[src/verilog/sscp_pkg.sv]
`default_nettype none
package sscp_pkg;
  // op-code patterns
  localparam logic [7:0] OP_STATUS       = 8'h00;
  localparam logic [7:0] OP_READ_DATA    = 8'h10;
  localparam logic [4:0] OP_DREG_WR_HI   = 5'h14;  // 1010_0xxx
  localparam logic [4:0] OP_DREG_RD_HI   = 5'h04;  // 0010_0xxx
  localparam logic [3:0] OP_IREG_WR_HI   = 4'hb;   // 1011_xxxx
  localparam logic [3:0] OP_IREG_RD_HI   = 4'h3;   // 0011_xxxx
  localparam logic [3:0] OP_BURST_RD_HI  = 4'h4;   // 0100_xxxx
  localparam logic [3:0] OP_BURST_WR_HI  = 4'hc;   // 1100_xxxx
  // status answers
  localparam logic [7:0] STAT_READY      = 8'h01;
  localparam logic [7:0] STAT_BUSY       = 8'h00;
  // buffer geometry
  localparam int         BUF_BYTES       = 16;
  localparam int         FIFO_DEPTH      = 8;
  localparam int         BYTE_W          = 8;
  localparam logic [7:0] BUF_RESET       = 8'h00;

  typedef enum logic [3:0] {
    SSCP_CMD_NONE, SSCP_CMD_STATUS, SSCP_CMD_READ_DATA, SSCP_CMD_DREG_WR,
    SSCP_CMD_DREG_RD, SSCP_CMD_IREG_WR, SSCP_CMD_IREG_RD, SSCP_CMD_BURST_RD,
    SSCP_CMD_BURST_WR
  } sscp_cmd_e;
endpackage
`default_nettype wire

[src/verilog/sscp_fifo.sv]
`timescale 1ns/100ps
`default_nettype none
// simple synchronous fifo, honest full/empty
module sscp_fifo #(
  parameter int WIDTH = 8,
  parameter int DEPTH = 8
) (
  input  wire logic             clk,      // clock
  input  wire logic             rst,      // async reset
  input  wire logic [WIDTH-1:0] in_data,  // write data
  input  wire logic             in_valid, // write request
  output logic                  in_ready, // not full
  output logic      [WIDTH-1:0] out_data, // head data
  output logic                  out_valid,// not empty
  input  wire logic             out_ready // head consumed
);
  localparam int AW = $clog2(DEPTH);
  logic [WIDTH-1:0] mem [DEPTH];
  logic [AW-1:0]    wr_ptr_reg;
  logic [AW-1:0]    rd_ptr_reg;
  logic [AW:0]      count_reg;
  logic             push;
  logic             pop;

  // handshakes
  assign in_ready  = (count_reg != (AW+1)'(DEPTH));
  assign out_valid = (count_reg != '0);
  assign push      = in_valid && in_ready;
  assign pop       = out_valid && out_ready;
  assign out_data  = mem[rd_ptr_reg];

  // storage
  always_ff @(posedge clk) begin
    if (push) begin
      mem[wr_ptr_reg] <= in_data;
    end
  end

  // pointers and fill level
  always_ff @(posedge clk or posedge rst) begin
    if (rst) begin
      wr_ptr_reg <= '0;
      rd_ptr_reg <= '0;
      count_reg  <= '0;
    end else begin
      if (push) begin
        wr_ptr_reg <= (wr_ptr_reg == AW'(DEPTH-1)) ? '0 : wr_ptr_reg + 1'b1;
      end
      if (pop) begin
        rd_ptr_reg <= (rd_ptr_reg == AW'(DEPTH-1)) ? '0 : rd_ptr_reg + 1'b1;
      end
      count_reg <= count_reg + (AW+1)'(push) - (AW+1)'(pop);
    end
  end
endmodule
`default_nettype wire

[src/verilog/sscp_shift.sv]
`timescale 1ns/100ps
`default_nettype none
// spi mode 0 byte shifter, msb first, sampled on mclk
module sscp_shift (
  input  wire logic       mclk,      // core clock
  input  wire logic       rst,       // async reset
  input  wire logic       sck_rise,  // sampled sck rising edge
  input  wire logic       sck_fall,  // sampled sck falling edge
  input  wire logic       frame,     // chip select active
  input  wire logic       mosi_s,    // synchronised mosi
  input  wire logic [7:0] tx_byte,   // byte to send next
  output logic            tx_take,   // pulse: tx_byte loaded
  output logic      [7:0] rx_byte,   // last received byte
  output logic            rx_done,   // pulse: byte complete
  output logic            miso_bit   // current output bit
);
  logic [7:0] rx_sh_reg;
  logic [7:0] tx_sh_reg;
  logic [2:0] bit_cnt_reg;

  // receive msb first, count bits
  always_ff @(posedge mclk or posedge rst) begin
    if (rst) begin
      rx_sh_reg   <= 8'h00;
      bit_cnt_reg <= 3'h0;
      rx_byte     <= 8'h00;
      rx_done     <= 1'b0;
    end else begin
      rx_done <= 1'b0;
      if (!frame) begin
        bit_cnt_reg <= 3'h0;
      end else if (sck_rise) begin
        rx_sh_reg   <= {rx_sh_reg[6:0], mosi_s};
        bit_cnt_reg <= bit_cnt_reg + 3'h1;
        if (bit_cnt_reg == 3'h7) begin
          rx_byte <= {rx_sh_reg[6:0], mosi_s};
          rx_done <= 1'b1;
        end
      end
    end
  end

  // transmit msb first, reload at byte boundary
  always_ff @(posedge mclk or posedge rst) begin
    if (rst) begin
      tx_sh_reg <= 8'h00;
      tx_take   <= 1'b0;
    end else begin
      tx_take <= 1'b0;
      if (!frame) begin
        tx_sh_reg <= 8'h00;
      end else if (sck_fall) begin
        if (bit_cnt_reg == 3'h0) begin
          tx_sh_reg <= tx_byte;
          tx_take   <= 1'b1;
        end else begin
          tx_sh_reg <= {tx_sh_reg[6:0], 1'b0};
        end
      end
    end
  end

  assign miso_bit = tx_sh_reg[7];
endmodule
`default_nettype wire

[src/verilog/sscp_top.sv]
`timescale 1ns/100ps
`default_nettype none
module sscp_top (
  input  wire logic         mclk,          // 20 mhz core clock
  input  wire logic         rst,           // async reset, high
  input  wire logic         spi_sck,       // link clock pin
  input  wire logic         spi_cs_n,      // chip select pin, low
  input  wire logic         spi_mosi,      // serial data in
  output logic              spi_miso,      // serial data out
  output logic              spi_miso_oe,   // miso drive enable
  input  wire logic         fw_ready_set,  // firmware sets ready
  input  wire logic [127:0] fw_tx_data,    // firmware read data
  input  wire logic         fw_tx_load,    // load read data to buffer
  input  wire logic         fw_rx_ready,   // firmware takes a byte
  output logic        [7:0] fw_rx_data,    // byte to firmware
  output logic              fw_rx_valid,   // byte available
  output logic        [3:0] fw_cmd,        // decoded command
  output logic        [3:0] fw_count,      // byte count minus one
  output logic              fw_cmd_stb,    // pulse: new command
  output logic              fw_ready       // ready flag state
);
  // input synchronisers
  logic [1:0] sck_sync_reg;
  logic [1:0] cs_sync_reg;
  logic [1:0] mosi_sync_reg;
  logic       sck_prev_reg;
  logic       sck_rise;
  logic       sck_fall;
  logic       frame;
  logic [7:0] rx_byte;
  logic       rx_done;
  logic       tx_take;
  logic       miso_bit;
  logic [7:0] tx_byte;
  logic       first_reg;
  sscp_pkg::sscp_cmd_e cmd_reg;
  sscp_pkg::sscp_cmd_e cmd_next;
  logic [3:0] cnt_next;
  logic [7:0] buf_mem [sscp_pkg::BUF_BYTES];
  logic [3:0] tx_idx_reg;
  logic [7:0] fifo_dout;
  logic       fifo_in_ready;
  logic       fifo_out_valid;
  logic       fifo_push;

  // two-flop sync of every spi input pin
  always_ff @(posedge mclk or posedge rst) begin
    if (rst) begin
      sck_sync_reg  <= 2'h0;
      cs_sync_reg   <= 2'h3;
      mosi_sync_reg <= 2'h0;
      sck_prev_reg  <= 1'b0;
    end else begin
      sck_sync_reg  <= {sck_sync_reg[0], spi_sck};
      cs_sync_reg   <= {cs_sync_reg[0], spi_cs_n};
      mosi_sync_reg <= {mosi_sync_reg[0], spi_mosi};
      sck_prev_reg  <= sck_sync_reg[1];
    end
  end

  // edge detection on synchronised clock
  assign sck_rise = sck_sync_reg[1] && !sck_prev_reg;
  assign sck_fall = !sck_sync_reg[1] && sck_prev_reg;
  assign frame    = !cs_sync_reg[1];

  sscp_shift u_shift (
    .mclk     (mclk),
    .rst      (rst),
    .sck_rise (sck_rise),
    .sck_fall (sck_fall),
    .frame    (frame),
    .mosi_s   (mosi_sync_reg[1]),
    .tx_byte  (tx_byte),
    .tx_take  (tx_take),
    .rx_byte  (rx_byte),
    .rx_done  (rx_done),
    .miso_bit (miso_bit)
  );

  // op-code classifier
  function automatic sscp_pkg::sscp_cmd_e sscp_decode(input logic [7:0] op);
    sscp_pkg::sscp_cmd_e c;
    c = sscp_pkg::SSCP_CMD_NONE;
    if (op == sscp_pkg::OP_STATUS) begin
      c = sscp_pkg::SSCP_CMD_STATUS;
    end else if (op == sscp_pkg::OP_READ_DATA) begin
      c = sscp_pkg::SSCP_CMD_READ_DATA;
    end else if (op[7:3] == sscp_pkg::OP_DREG_WR_HI) begin
      c = sscp_pkg::SSCP_CMD_DREG_WR;
    end else if (op[7:3] == sscp_pkg::OP_DREG_RD_HI) begin
      c = sscp_pkg::SSCP_CMD_DREG_RD;
    end else if (op[7:4] == sscp_pkg::OP_IREG_WR_HI) begin
      c = sscp_pkg::SSCP_CMD_IREG_WR;
    end else if (op[7:4] == sscp_pkg::OP_IREG_RD_HI) begin
      c = sscp_pkg::SSCP_CMD_IREG_RD;
    end else if (op[7:4] == sscp_pkg::OP_BURST_RD_HI) begin
      c = sscp_pkg::SSCP_CMD_BURST_RD;
    end else if (op[7:4] == sscp_pkg::OP_BURST_WR_HI) begin
      c = sscp_pkg::SSCP_CMD_BURST_WR;
    end
    return c;
  endfunction

  always_comb begin
    cmd_next = sscp_decode(rx_byte);
    cnt_next = rx_byte[3:0];
    // direct access uses three count bits
    if (cmd_next == sscp_pkg::SSCP_CMD_DREG_WR || cmd_next == sscp_pkg::SSCP_CMD_DREG_RD) begin
      cnt_next = {1'b0, rx_byte[2:0]};
    end
  end

  // frame phase and command latch
  always_ff @(posedge mclk or posedge rst) begin
    if (rst) begin
      first_reg  <= 1'b1;
      cmd_reg    <= sscp_pkg::SSCP_CMD_NONE;
      fw_cmd     <= 4'h0;
      fw_count   <= 4'h0;
      fw_cmd_stb <= 1'b0;
    end else begin
      fw_cmd_stb <= 1'b0;
      if (!frame) begin
        first_reg <= 1'b1;
      end else if (rx_done && first_reg) begin
        first_reg <= 1'b0;
        cmd_reg   <= cmd_next;
        if (cmd_next != sscp_pkg::SSCP_CMD_NONE) begin
          fw_cmd     <= cmd_next;
          fw_count   <= cnt_next;
          fw_cmd_stb <= 1'b1;
        end
      end
    end
  end

  // payload bytes of data commands go to firmware
  assign fifo_push = rx_done && !first_reg && frame &&
                     (cmd_reg == sscp_pkg::SSCP_CMD_DREG_WR ||
                      cmd_reg == sscp_pkg::SSCP_CMD_DREG_RD ||
                      cmd_reg == sscp_pkg::SSCP_CMD_IREG_WR ||
                      cmd_reg == sscp_pkg::SSCP_CMD_IREG_RD ||
                      cmd_reg == sscp_pkg::SSCP_CMD_BURST_RD ||
                      cmd_reg == sscp_pkg::SSCP_CMD_BURST_WR);

  // index/data pairs handled by firmware via fifo
  sscp_fifo #(
    .WIDTH (sscp_pkg::BYTE_W),
    .DEPTH (sscp_pkg::FIFO_DEPTH)
  ) u_fifo (
    .clk       (mclk),
    .rst       (rst),
    .in_data   (rx_byte),
    .in_valid  (fifo_push),
    .in_ready  (fifo_in_ready),
    .out_data  (fifo_dout),
    .out_valid (fifo_out_valid),
    .out_ready (fw_rx_ready && fw_rx_valid)
  );

  // registered view of fifo head for firmware
  always_ff @(posedge mclk or posedge rst) begin
    if (rst) begin
      fw_rx_data  <= 8'h00;
      fw_rx_valid <= 1'b0;
    end else begin
      fw_rx_data  <= fifo_dout;
      fw_rx_valid <= fifo_out_valid && !(fw_rx_ready && fw_rx_valid);
    end
  end

  // ready flag set by firmware, cleared by a new register or burst command, not by status or read-data
  always_ff @(posedge mclk or posedge rst) begin
    if (rst) begin
      fw_ready <= 1'b0;
    end else if (fw_ready_set) begin
      fw_ready <= 1'b1;
    end else if (rx_done && first_reg && frame &&
                 cmd_next != sscp_pkg::SSCP_CMD_NONE &&
                 cmd_next != sscp_pkg::SSCP_CMD_STATUS &&
                 cmd_next != sscp_pkg::SSCP_CMD_READ_DATA) begin
      fw_ready <= 1'b0;
    end
  end

  // buffer loaded lane order, byte 0 lowest
  always_ff @(posedge mclk or posedge rst) begin
    if (rst) begin
      for (int i = 0; i < sscp_pkg::BUF_BYTES; i++) begin
        buf_mem[i] <= sscp_pkg::BUF_RESET;
      end
    end else if (fw_tx_load) begin
      for (int i = 0; i < sscp_pkg::BUF_BYTES; i++) begin
        buf_mem[i] <= fw_tx_data[i*8 +: 8];
      end
    end
  end

  always_ff @(posedge mclk or posedge rst) begin
    if (rst) begin
      tx_idx_reg <= 4'h0;
    end else if (!frame) begin
      tx_idx_reg <= 4'h0;
    end else if (tx_take && !first_reg && cmd_reg == sscp_pkg::SSCP_CMD_READ_DATA) begin
      tx_idx_reg <= tx_idx_reg + 4'h1;
    end
  end

  // status answer, busy while fifo holds bytes
  // read flow ready when firmware flagged buffer
  always_comb begin
    tx_byte = sscp_pkg::STAT_BUSY;
    if (!first_reg && cmd_reg == sscp_pkg::SSCP_CMD_STATUS) begin
      tx_byte = (fw_ready && !fifo_out_valid) ? sscp_pkg::STAT_READY : sscp_pkg::STAT_BUSY;
    end else if (!first_reg && cmd_reg == sscp_pkg::SSCP_CMD_READ_DATA) begin
      tx_byte = buf_mem[tx_idx_reg];
    end
  end

  // registered miso and enable
  always_ff @(posedge mclk or posedge rst) begin
    if (rst) begin
      spi_miso    <= 1'b0;
      spi_miso_oe <= 1'b0;
    end else begin
      spi_miso    <= miso_bit;
      spi_miso_oe <= frame;
    end
  end

  property p_ready_set;
    @(posedge mclk) disable iff (rst) fw_ready_set |=> fw_ready;
  endproperty
  a_ready_set: assert property (p_ready_set) else $error("ready flag not set");

  // unknown op leaves ready flag alone
  property p_unknown_keeps;
    @(posedge mclk) disable iff (rst)
      (rx_done && first_reg && frame && cmd_next == sscp_pkg::SSCP_CMD_NONE && !fw_ready_set)
      |=> $stable(fw_ready) && !fw_cmd_stb;
  endproperty
  a_unknown_keeps: assert property (p_unknown_keeps) else $error("unknown op changed state");

  // direct write count is three bits
  property p_dreg_cnt;
    @(posedge mclk) disable iff (rst)
      (fw_cmd_stb && fw_cmd == sscp_pkg::SSCP_CMD_DREG_WR) |-> fw_count[3] == 1'b0;
  endproperty
  a_dreg_cnt: assert property (p_dreg_cnt) else $error("direct write count too large");

  // busy answered while fifo holds data
  property p_busy;
    @(posedge mclk) disable iff (rst)
      (!first_reg && cmd_reg == sscp_pkg::SSCP_CMD_STATUS && fifo_out_valid) |-> tx_byte == 8'h00;
  endproperty
  a_busy: assert property (p_busy) else $error("status ready while fifo busy");

  // command strobe follows the read-data op byte
  property p_cmd_stb;
    @(posedge mclk) disable iff (rst)
      (rx_done && first_reg && frame && rx_byte == 8'h10) |=> fw_cmd_stb && fw_cmd == sscp_pkg::SSCP_CMD_READ_DATA;
  endproperty
  a_cmd_stb: assert property (p_cmd_stb) else $error("read-data op not decoded");

  property p_op_not_fifo;
    @(posedge mclk) disable iff (rst) (rx_done && first_reg) |-> !fifo_push;
  endproperty
  a_op_not_fifo: assert property (p_op_not_fifo) else $error("op byte pushed");

  // payload byte with room lands in fifo
  property p_push_lands;
    @(posedge mclk) disable iff (rst) (fifo_push && fifo_in_ready) |=> fifo_out_valid;
  endproperty
  a_push_lands: assert property (p_push_lands) else $error("payload byte lost with room");

  // read index advances per sent byte
  property p_tx_idx;
    @(posedge mclk) disable iff (rst)
      (frame && tx_take && !first_reg && cmd_reg == sscp_pkg::SSCP_CMD_READ_DATA)
      |=> tx_idx_reg == $past(tx_idx_reg) + 4'h1;
  endproperty
  a_tx_idx: assert property (p_tx_idx) else $error("read index stuck");

  property p_oe;
    @(posedge mclk) disable iff (rst) !frame |=> !spi_miso_oe;
  endproperty
  a_oe: assert property (p_oe) else $error("miso driven outside frame");
endmodule
`default_nettype wire
[config.mk]
export PLATFORM = sky130hd
export DESIGN_NAME = sscp_top
export DESIGN_NICKNAME = d
export VERILOG_FILES = /design/src/verilog/sscp_pkg.sv /design/src/verilog/sscp_fifo.sv /design/src/verilog/sscp_shift.sv /design/src/verilog/sscp_top.sv
export SDC_FILE = /design/constraint.sdc
export NUM_CORES = 1
export LEC_CHECK = 0
export ABC_AREA = 1
export BUFFER_PORTS_ARGS = -buffer_cell sky130_fd_sc_hd__buf_2
export CORE_MARGIN = 2
export CORE_UTILIZATION = 58
export DETAILED_ROUTE_END_ITERATION = 6
export GPL_TIMING_DRIVEN = 0
export PLACE_DENSITY = 0.78
export SETUP_SLACK_MARGIN = 0.02
export SYNTH_ARGS = -nofsm -noshare
export SYNTH_HDL_FRONTEND = slang
export SYNTH_HIERARCHICAL = 1
export SYNTH_SLANG_ARGS = --single-unit
[constraint.sdc]
create_clock -name mclk -period 6.1 [get_ports mclk]
set_input_delay 0.305 -clock mclk [delete_from_list [all_inputs] [get_ports mclk]]
set_output_delay 0.305 -clock mclk [all_outputs]
set_load 0.02 [all_outputs]
==> key figures, run 1 <==
Worst setup path
  – Crit path from: cs_sync_reg[1]
  – CP Capture Type: register
  – Crit Reg-Reg Startpoint: cs_sync_reg[1]
  – Crit Path Max Fanout: 10
  – R2R cell count: 6
  – Reg-to-reg setup timing slack: 3.22 ns
  – WP data required: around 6.2 ns
  – Reg2reg end: u_fifo/mem[5][4]
  – Critical path destination: u_fifo/mem[5][4]
  – Worst EP arrival: approximately 3.0 ns
  – CP startpoint kind: register
  – WS Path Type: register to register

Timing
  – Worst Tran Pin Value: around 1.4 ns
  – Hold slack: 0.01270 ns
  – Clock skew: 0.03195 ns
  – Final setup fails: 0
  – Final Max Slew Viols: 0
  – Period utilisation layout: 0.4728
  – Fin. Hold Viols: 0
  – Setup tns final: 0 ns
  – Highest clock rate: roughly 350 MHz
  – Max transition margin: 0.06437
  – Worst Slack Setup Final: about 3.2 ns
  – Final min period: 2.884 ns
  – Unrepaired setup endpoints after global routing: false

Pwr
  – Leakage: 0.007573 µW
  – Pint: 3276 µW
  – Net Switching: roughly 1300 µW
  – Power Total: about 4600 µW
  – Sequential Power Share: 0.445
  – Max VDD drop: about 0.00021 V
  – Clock share of power: 0.361
  – Switching Share: 0.2832
  – Comb pwr share: 0.194
  – P per Cell Area: 294.7 mW/mm²

Drt
  – Iteration-0 DRC Markers: between 1,000 and 1,500
  – DR WL/cell: between 15 and 20 µm
  – Routed vias: roughly 11,000
  – First-pass DRT Iterations: 5
  – Drt via density: 5.587
  – Final ANT Viol Nets: 0
  – DRC viols: 0
  – Post-Route WL: approximately 35,000 µm

Clock network
  – Clock tree from TritonCTS: done
  – Htree depth: 1
  – Post-CTS sizing: 0
  – Worst-Skew Late Latency: roughly 0.57 ns
  – Clock-pin slew on the worst setup and hold paths: ~0.06 ns
  – Total setup buffers inserted after CTS: 0
  – CTS Hold Bufs: between 100 and 150
  – Max Root-Sink Buffers: 3
  – CTS Buf Count: 28
  – CTS Root Cell: clkbuf_16
  – Num Clock Sinks: between 200 and 300

Floorplan
  – Rows: 53
  – Top Ports: 157
  – Core Region: roughly 0.021 mm²
  – Starting Density: 0.5859
  – Total die area: ~0.022 mm²
  – Die width: roughly 150 µm
  – Die height: approximately 150 µm

Placement
  – DP Wirelength: ~21,000 µm
  – Cell total after placement: roughly 1,700
  – Placer Congestion: approximately 0.90
  – Place WS: ~3.3 ns
  – Input/output buffers: 155

Global routing
  – GRT overflow: 0
  – Global-route wire length before repair: 54,370 µm
  – Antenna violations before repair: 1
  – Largest net degree at the start of global routing: 120
  – Vias in the first global route: ~11,000
  – Gr usage total: 0.3160

Yosys
  – Mapped Cells: about 1,300
  – Mean Syn Cell Area: 9.517 µm²
  – Synth Cell Area: 0.01220 mm²
  – Sequential share of the synthesized area: 0.5742
  – #FFs+latches synth: ~270
  – Syn Nets: ~1,400
  – Synth Warn #: 6
  – Synth unique cells: 36

Finish
  – Non-Filler Instances: approximately 1,900
  – NumNets Final: ~1,700
  – Largest Register: buf_mem
  – Largest regs: buf_mem x128, u_fifo/mem x64
  – Fraction of layout instances using a drive strength above 1: 0.2202
  – Area growth syn-to-layout: 27.13%
  – Sequential cell area: about 0.007 mm²
  – Max reg flops: about 130
  – Area of the multi-input gates: a little over 0.004 mm²
  – Number of fill cells: around 1,400

Status
  – Status: complete, no violations

Run
  – Max Cap Viol: 0

Hold path
  – Hold Crit Class: primary input to register
[power by group through the flow]
| stage | logic, µW | registers, µW | clock network (µW) |
|---|---|---|---|
| global placement | 772 | 2060 | 0 |
| detailed placement | 801 | 2060 | 0 |
| global route | 976 | 2040 | 1730 |
| finish | 886 | 2030 | 1650 |
| floorplan | 535 | 2080 | 0 |
| CTS | 868 | 2030 | 1660 |
[layer usage]
metal | track usage | wire length (µm)
met5 | 0 | 0
met4 | 0.1638 | 1760
met3 | 0.05566 | 2991
met2 | 0.5147 | 16560
met1 | 0.4091 | 13550
[worst max-delay path: stages (launching register included)]
cell and delay [ns]:
dfstp_2 0.39, inv_1 0.30, nand4_1 0.17, a21oi_1 0.22, nand2_1 0.18, buf_6 0.18, nor3_1 1.05
[kinds of logic (layout without fill, tap and decap cells)]
kind of cell / count (synthesis) / count (layout) / synth area share
other: 0 / 1 / 0
buffers and inverters: 259 / 594 / 0.09312
AOI/OAI and AO/OA: 243 / 243 / 0.1021
xor gates and xnor gates: 3 / 3 / 0.002154
muxes: 64 / 64 / 0.05907
and+or+nand+nor: 431 / 431 / 0.1533
adders and majority gates: 15 / 15 / 0.01600
DFF: 267 / 267 / 0.5742
[final cells by class]
class / count / area share
sequential: 267 / 0.4517
inverter: 199 / 0.04913
multi-input combinational: 756 / 0.2617
timing repair buffer: 283 / 0.1338
buffer: 60 / 0.02460
clock inverter: 8 / 0.005163
tap: 275 / 0.02218
clock buffer: 44 / 0.05163
antenna: 1 / 0.0001613
[cells in the mapped netlist (all sizes together)]
| cell | instances | area share |
|---|---|---|
| nand3 | 92 | 0.040 |
| nand4 | 3 | 0.0015 |
| or2 | 2 | 0.0010 |
| edfxtp | 64 | 0.16 |
| ha | 14 | 0.014 |
| clkinv | 4 | 0.0012 |
| nor4 | 2 | 0.0021 |
| fa | 1 | 0.0016 |
| a21oi | 75 | 0.031 |
| nor3 | 10 | 0.0041 |
| inv | 195 | 0.061 |
| dfrtp | 200 | 0.41 |
| mux2 | 64 | 0.059 |
| nor2 | 26 | 0.0094 |
| nand2 | 296 | 0.095 |
| clkbuf | 12 | 0.0037 |
| buf | 48 | 0.028 |
| o21ai | 168 | 0.071 |
| dfstp | 3 | 0.0065 |
| xor2 | 3 | 0.0022 |
[metrics by stage]
step           utilization  cell area (µm²)
2_1_floorplan            -            12200
3_3_place_gp        0.6397            13320
3_5_place_dp        0.6414            13360
4_1_cts             0.7447            15510
5_1_grt             0.7449            15510
6_report            0.7449            15510
[how the worst min path moves through the flow]
stage                     start                   to  slack (ns)  cells after the start
2_1_floorplan               rst  u_fifo/count_reg[0]        0.15                      1
3_3_place_gp   mosi_sync_reg[0]     mosi_sync_reg[1]        0.33                      0
3_5_place_dp   mosi_sync_reg[0]     mosi_sync_reg[1]        0.34                      0
4_1_cts          fw_tx_data[24]          buf_mem[96]       0.002                      2
5_1_grt          fw_tx_data[24]          buf_mem[96]        0.01                      2
6_report         fw_tx_data[74]          buf_mem[50]        0.01                      3
[layout by cell type (no fill, tap or decap), types with 10 or more instances in the layout]
cell,instances
dfrtp_1,200
buf_6,12
clkbuf_1,24
nor3_1,10
ha_1,14
dlygate4sd3_1,127
nand2_1,281
edfxtp_1,64
clkbuf_16,28
nand2_2,12
nand3_1,87
inv_1,185
buf_2,184
mux2_2,64
a21oi_1,74
o21ai_1,14
nor2_1,21
o21ai_0,147
No activity file was read; power rests on OpenSTA's default activity.
==> run 2: changes to the inputs <==
--- a/config.mk
+++ b/config.mk
@@ -8,10 +8,10 @@
 export ABC_AREA = 1
 export BUFFER_PORTS_ARGS = -buffer_cell sky130_fd_sc_hd__buf_2
 export CORE_MARGIN = 2
-export CORE_UTILIZATION = 58
+export CORE_UTILIZATION = 52
 export DETAILED_ROUTE_END_ITERATION = 6
 export GPL_TIMING_DRIVEN = 0
-export PLACE_DENSITY = 0.78
+export PLACE_DENSITY = 0.74
 export SETUP_SLACK_MARGIN = 0.02
 export SYNTH_ARGS = -nofsm -noshare
 export SYNTH_HDL_FRONTEND = slang
==> constraint.sdc (replaced) <==
create_clock -name mclk -period 2.5 [get_ports mclk]
set_input_delay 0.125 -clock mclk [delete_from_list [all_inputs] [get_ports mclk]]
set_output_delay 0.125 -clock mclk [all_outputs]
set_load 0.02 [all_outputs]
==> run 2 against run 1 <==
Against the previous run: critical endpoint is now u_fifo/count_reg[2]; clock skew decreased by 0.00088 ns; clock-buffer cell count decreased by 7; routed wire length decreased by 1.9%; non-clock buffer count increased by 12; combinational power increased by 140%; cell area increased by 2.2%; first-iteration DRC count decreased by 17%.
==> key figures, run 2 (synthesis gave the netlist of run 1 again) <==
Global routing
  – Vias in the first global route: 10,310 (was 10,803)
  – Global-route wire length before repair: 53,410 µm (was 54,370 µm)
  – Gr usage total: 0.2806 (was 0.3160)
  – Largest net degree at the start of global routing: 42 (was 120)
  – Antenna violations before repair: 0 (was 1)
  – GRT overflow: 0 (unchanged)

Drt
  – Post-Route WL: 34,210 µm (was 34,860 µm)
  – Drt via density: 5.343 (was 5.587)
  – DR WL/cell: 17.57 µm (was 18.42 µm)
  – Routed vias: 10,402 (was 10,577)
  – Iteration-0 DRC Markers: 856 (was 1,037)
  – Final ANT Viol Nets: 0 (unchanged)
  – DRC viols: 0 (unchanged)
  – First-pass DRT Iterations: 5 (unchanged)

Timing
  – Fin. Hold Viols: 0 (unchanged)
  – Worst Slack Setup Final: 0.1629 ns (was 3.216 ns)
  – Max transition margin: 0.2607 (was 0.06437)
  – Highest clock rate: 427.9 MHz (was 346.8 MHz)
  – Period utilisation layout: 0.9349 (was 0.4728)
  – Final setup fails: 0 (unchanged)
  – Clock skew: 0.03108 ns (was 0.03195 ns)
  – Final min period: 2.337 ns (was 2.884 ns)
  – Final Max Slew Viols: 0 (unchanged)
  – Worst Tran Pin Value: 1.108 ns (was 1.393 ns)

Worst setup path
  – CP startpoint kind: register (unchanged)
  – WS Path Type: register to register (unchanged)
  – CP Capture Type: register (unchanged)
  – WP data required: 2.93 ns (was 6.24 ns)
  – Worst EP arrival: 2.77 ns (was 3.03 ns)
  – Crit Path Max Fanout: 10 (unchanged)

Hold path
  – Hold Crit Class: primary input to register (unchanged)

Finish
  – Non-Filler Instances: 1,947 (was 1,893)
  – Area growth syn-to-layout: 29.98% (was 27.13%)
  – Antenna Cells: 0 (was 1)
  – Commonest non-fill, non-tap cell in the layout: nand2_1 (unchanged)
  – Most frequent cells in the layout: 279 x nand2_1, 200 x dfrtp_1, 184 x buf_2, 184 x inv_1, 147 x o21ai_0 (was 281 x nand2_1, 200 x dfrtp_1, 185 x inv_1)
  – Largest Register: buf_mem (unchanged)
  – Fraction of layout instances using a drive strength above 1: 0.2328 (was 0.2202)
  – Largest regs: buf_mem x128, u_fifo/mem x64 (unchanged)
  – Max reg flops: 128 (unchanged)
  – NumNets Final: 1,758 (was 1,746)

Pwr
  – Leakage: 0.007694 µW (was 0.007573 µW)
  – Max VDD drop: 0.0006924 V (was 0.0002104 V)
  – P per Cell Area: 728.5 mW/mm² (was 294.7 mW/mm²)
  – Power Total: 11,550 µW (was 4570 µW)

Placement
  – Place WS: -0.2737 ns (was 3.318 ns)
  – Placer Congestion: 0.8882 (was 0.8951)
  – Input/output buffers: 155 (unchanged)
  – DP Wirelength: 21,620 µm (was 20,980 µm)
  – Cell total after placement: 1,760 (was 1,713)

Clock network
  – Clock-pin slew on the worst setup and hold paths: 0.06 ns (about the same)
  – CTS Root Cell: clkbuf_16 (unchanged)
  – Clock tree from TritonCTS: done (unchanged)
  – Worst-Skew Late Latency: 0.55 ns (was 0.57 ns)
  – Htree depth: 1 (unchanged)
  – Num Clock Sinks: 267 (unchanged)
  – CTS Buf Count: 28 (unchanged)
  – Max Root-Sink Buffers: 3 (unchanged)

Floorplan
  – Die width: 157.2 µm (was 149.0 µm)
  – Starting Density: 0.5245 (was 0.5859)
  – Top Ports: 157 (unchanged)
  – Rows: 56 (was 53)
  – Total die area: 0.02470 mm² (was 0.02221 mm²)
  – Core Region: 0.02326 mm² (was 0.02082 mm²)
  – Die height: 157.2 µm (was 149.0 µm)

Run
  – Max Cap Viol: 0 (unchanged)

Status
  – Status: complete, no violations (unchanged)
==> run 2: critical path, cell delays in order, from the launching register on <==
cell and delay [ns]:
dfstp_2 0.58, clkinvlp_4 0.23, nand4_1 0.17, a21oi_2 0.06
nand2_2 0.11, buf_6 0.17, ha_1 0.14, inv_1 0.04
ha_1 0.19, fa_1 0.38, xor2_1 0.15
==> run 2: power by group <==
part / total (µW) / switching, µW / internal, µW / leakage, µW
logic: 2170 / 1280 / 897 / 0.00417
registers: 4950 / 148 / 4810 / 0.00303
clock network: 4430 / 1690 / 2740 / 0.000494
total: 11600 / 3110 / 8440 / 0.00769
==> run 2: layout make-up <==
cell class	count	area, µm²
Fill cell	1749	7405
Sequential cell	267	7005
Multi-Input combinational cell	756	4108
Timing Repair Buffer	295	2212
Clock buffer	37	795.8
Inverter	199	762.0
Tap cell	319	399.1
Buffer	60	381.6
Clock inverter	14	193.9
==> run 2: metal layers <==
layer,vias up,share of wire,GRT usage
met4,0,0.041,0.1134
met3,125,0.077,0.05534
met1,4957,0.41,0.3693
met2,520,0.47,0.4591
li1,4800,-,-
met5,-,0,0
==> run 2: final timing paths <==
check | startpoint | slack [ns] | endpoint | depth (start not counted)
hold reg to reg | cs_sync_reg[0] | 0.34 | cs_sync_reg[1] | 0
min in group asynchronous | rst | 0.19 | u_fifo/count_reg[2] | 3
hold / removal | fw_tx_load | 0.05 | buf_mem[100] | 2
setup reg to reg | cs_sync_reg[1] | 0.16 | u_fifo/count_reg[2] | 10
max in group asynchronous | rst | 1.06 | cs_sync_reg[0] | 6
setup / recovery | cs_sync_reg[1] | 0.16 | u_fifo/count_reg[2] | 10
==> run 2: per-stage QoR <==
| step | TNS [ns] | util | hold slack [ns] | area [µm²] |
|---|---|---|---|---|
| floorplan | 0 | - | -0.03482 | 12200 |
| global placement | -152.81 | 0.5751 | 0.1986 | 13380 |
| global route | -0.009937 | 0.6817 | 0.07469 | 15860 |
| finish | 0 | 0.6817 | 0.04848 | 15860 |
| detailed placement | -10.53 | 0.5786 | 0.2005 | 13460 |
| CTS | 0 | 0.6807 | 0.02382 | 15830 |
==> run 2: timing repair <==
item                                    4_1_cts  5_1_grt
endpoints found under the setup margin       65       10
setup buffers                                 0        2
cloned                                        0        0
hold endpoints to repair                    190        0
hold buffers                                134        0
gates resized for setup                       9        3
==> run 3: changes to the inputs <==
--- a/config.mk
+++ b/config.mk
@@ -8,10 +8,11 @@
 export ABC_AREA = 1
 export BUFFER_PORTS_ARGS = -buffer_cell sky130_fd_sc_hd__buf_2
 export CORE_MARGIN = 2
-export CORE_UTILIZATION = 52
+export CORE_UTILIZATION = 60
+export CTS_BUF_LIST = sky130_fd_sc_hd__clkbuf_2 sky130_fd_sc_hd__clkbuf_4 sky130_fd_sc_hd__clkbuf_8
 export DETAILED_ROUTE_END_ITERATION = 6
 export GPL_TIMING_DRIVEN = 0
-export PLACE_DENSITY = 0.74
+export PLACE_DENSITY = 0.8
 export SETUP_SLACK_MARGIN = 0.02
 export SYNTH_ARGS = -nofsm -noshare
 export SYNTH_HDL_FRONTEND = slang
==> constraint.sdc (replaced) <==
create_clock -name mclk -period 2.3 [get_ports mclk]
set_input_delay 0.115 -clock mclk [delete_from_list [all_inputs] [get_ports mclk]]
set_output_delay 0.115 -clock mclk [all_outputs]
set_load 0.02 [all_outputs]
==> run 3 against run 2 <==
Against the previous run: sequential share of layout area is 0.080 points lower; the run now ends with design-rule violations, negative setup slack left; global-route usage is 6.5 points higher; cell area is 0.18% higher; clock-buffer cell count is 37 higher; non-clock buffer count is 9 higher; critical path depth stayed put; cell count is 0.51% lower; sequential power is 9.3% higher.
==> key figures, run 3 (synthesis gave the netlist of run 1 again) <==
Drt
  – First-pass DRT Iterations: 7 (was 5)
  – Routed vias: 11,108 (was 10,402)
  – Drt via density: 5.735 (was 5.343)
  – DR WL/cell: 19.68 µm (was 17.57 µm)
  – Final ANT Viol Nets: 0 (unchanged)
  – Iteration-0 DRC Markers: 1,268 (was 856)
  – Post-Route WL: 38,110 µm (was 34,210 µm)
  – DRC viols: 2 (was 0)

Timing
  – Fin. Hold Viols: 0 (unchanged)
  – Max transition margin: 0.2911 (was 0.2607)
  – Final min period: 2.329 ns (was 2.337 ns)
  – Worst Slack Setup Final: -0.02896 ns (was 0.1629 ns)
  – Worst Tran Pin Value: 1.062 ns (was 1.108 ns)
  – Highest clock rate: 429.4 MHz (was 427.9 MHz)
  – Unrepaired setup endpoints after global routing: true
  – Period utilisation layout: 1.013 (was 0.9349)
  – Hold slack: 0.03277 ns (was 0.04848 ns)
  – Final setup fails: 1 (was 0)
  – Clock skew: 0.02619 ns (was 0.03108 ns)
  – Final Max Slew Viols: 0 (unchanged)

Pwr
  – P per Cell Area: 769.8 mW/mm² (was 728.5 mW/mm²)
  – Power Total: 12,230 µW (was 11,550 µW)
  – Max VDD drop: 0.0005270 V (was 0.0006924 V)
  – Leakage: 0.007794 µW (was 0.007694 µW)

Finish
  – Largest regs: buf_mem x128, u_fifo/mem x64 (unchanged)
  – Max reg flops: 128 (unchanged)
  – Area growth syn-to-layout: 30.21% (was 29.98%)
  – Commonest non-fill, non-tap cell in the layout: nand2_1 (unchanged)
  – NumNets Final: 1,783 (was 1,758)
  – Largest Register: buf_mem (unchanged)
  – Fraction of layout instances using a drive strength above 1: 0.2578 (was 0.2328)
  – Most frequent cells in the layout: 279 x nand2_1, 200 x dfrtp_1, 184 x buf_2 (was 279 x nand2_1, 200 x dfrtp_1, 184 x buf_2, 184 x inv_1, 147 x o21ai_0)
  – Finished Cell Area: 0.01589 mm² (was 0.01586 mm²)

Status
  – Status: finished, violations left (was complete, no violations)
  – Failing checks: design-rule violations, negative setup slack

Global routing
  – Largest net degree at the start of global routing: 41 (was 42)
  – Global-route wire length before repair: 57,530 µm (was 53,410 µm)
  – Vias in the first global route: 11,254 (was 10,310)
  – GRT overflow: 0 (unchanged)
  – Antenna violations before repair: 2 (was 0)
  – Gr usage total: 0.3458 (was 0.2806)

Placement
  – Placer Congestion: 0.9096 (was 0.8882)
  – Input/output buffers: 155 (unchanged)
  – DP Wirelength: 21,360 µm (was 21,620 µm)
  – Placed cell areas: 0.01340 mm² (was 0.01346 mm²)

Floorplan
  – Die width: 146.6 µm (was 157.2 µm)
  – Starting Density: 0.6069 (was 0.5245)
  – Top Ports: 157 (unchanged)
  – Rows: 52 (was 56)
  – Total die area: 0.02149 mm² (was 0.02470 mm²)
  – Die height: 146.6 µm (was 157.2 µm)
  – Core Region: 0.02010 mm² (was 0.02326 mm²)

Worst setup path
  – WP data required: 2.74 ns (was 2.93 ns)
  – Crit Reg-Reg Startpoint: cmd_reg[1] (was cs_sync_reg[1])
  – Reg2reg end: u_fifo/count_reg[2] (unchanged)
  – WS Path Type: register to register (unchanged)
  – Worst EP arrival: 2.77 ns (about the same)
  – Crit Path Max Fanout: 6 (was 10)
  – Reg-to-reg setup timing slack: -0.03 ns (was 0.16 ns)
  – CP startpoint kind: register (unchanged)
  – R2R cell count: 10 (unchanged)
  – CP Capture Type: register (unchanged)

Clock network
  – Htree depth: 2 (was 1)
  – Max Root-Sink Buffers: 3 (unchanged)
  – Clock tree from TritonCTS: done (unchanged)
  – Clock-pin slew on the worst setup and hold paths: 0.06 ns (about the same)
  – Worst-Skew Late Latency: 0.57 ns (was 0.55 ns)
  – CTS Root Cell: clkbuf_8 (was clkbuf_16)
  – CTS Buf Count: 44 (was 28)
  – Num Clock Sinks: 267 (unchanged)

Run
  – Max Cap Viol: 0 (unchanged)

Hold path
  – Hold Crit Depth: 2 (unchanged)
  – Hold Path Sink: buf_mem[100] (unchanged)
  – Hold path start: fw_tx_load (unchanged)
  – Hold Crit Class: primary input to register (unchanged)
[run 3: cell types whose count changed in the layout (fill, tap and decap cells not counted), moves of 6 or more]
cell / delta
nor3_2: -8
nor3_4: +8
buf_4: +7
clkbuf_1: -6
clkbuf_8: +46
clkbuf_4: +24
clkbuf_16: -29
[run 3: routing by layer]
metal,global-route usage,routed length (µm),up-vias
li1,-,-,4855
met1,0.4273,13580,5165
met2,0.5678,18500,857
met3,0.07344,3860,231
met4,0.1990,2172,0
met5,0,0,-
[run 3: what timing repair did]
item	CTS	global route
setup buffers	5	6
endpoints found under the hold margin	190	0
hold buffers	134	0
gates resized for setup	14	20
setup endpoints to repair	67	70
pin swaps	2	4
[run 3: worst max-delay path, cell delays in order, from the launching register on]
cell and delay (ns):
dfrtp_1 0.36, inv_1 0.18, nand3_1 0.14, a21oi_2 0.21, nand2_2 0.10, buf_8 0.14, ha_4 0.26, inv_2 0.05
ha_4 0.16, fa_2 0.38, xor2_1 0.24
[run 3: power by group]
group	internal, µW	switching [µW]
sequential	5230	181
clock	2370	1910
combinational	1020	1530
[run 3: worst max-delay path by stage]
stage | startpoint | end | slack [ns] | cells after the start
global route | cmd_reg[3] | u_fifo/count_reg[2] | -0.10 | 13
floorplan | cmd_reg[3] | u_fifo/count_reg[2] | 0.08 | 13
finish | cmd_reg[1] | u_fifo/count_reg[2] | -0.03 | 10
global placement | rst | buf_mem[71] | -1.04 | 2
detailed placement | cs_sync_reg[1] | u_fifo/mem[4][1] | -0.45 | 6
CTS | cmd_reg[3] | u_fifo/count_reg[2] | 0.02 | 13
[run 3: through the flow]
step                utilization  setup TNS (ns)  cells  setup WS, ns
floorplan                     -               0   1282       0.07930
global placement         0.6624         -188.06   1707        -1.045
detailed placement       0.6664          -24.77   1711       -0.4524
CTS                      0.7822               0   1928       0.02432
global route             0.7901         -0.1025   1936       -0.1025
finish                   0.7902        -0.02896   1937      -0.02896
[run 3: final cells by class]
cell class,instances,area [µm²]
inverters,199,762.0
multi-input cells,756,4189
fillers,1136,4218
repair buffers,304,2305
clock buffers,74,868.3
well taps,270,337.8
flip-flops and latches,267,7005
plain buffers,60,387.9
clock inverters,4,23.77
diodes,3,7.507
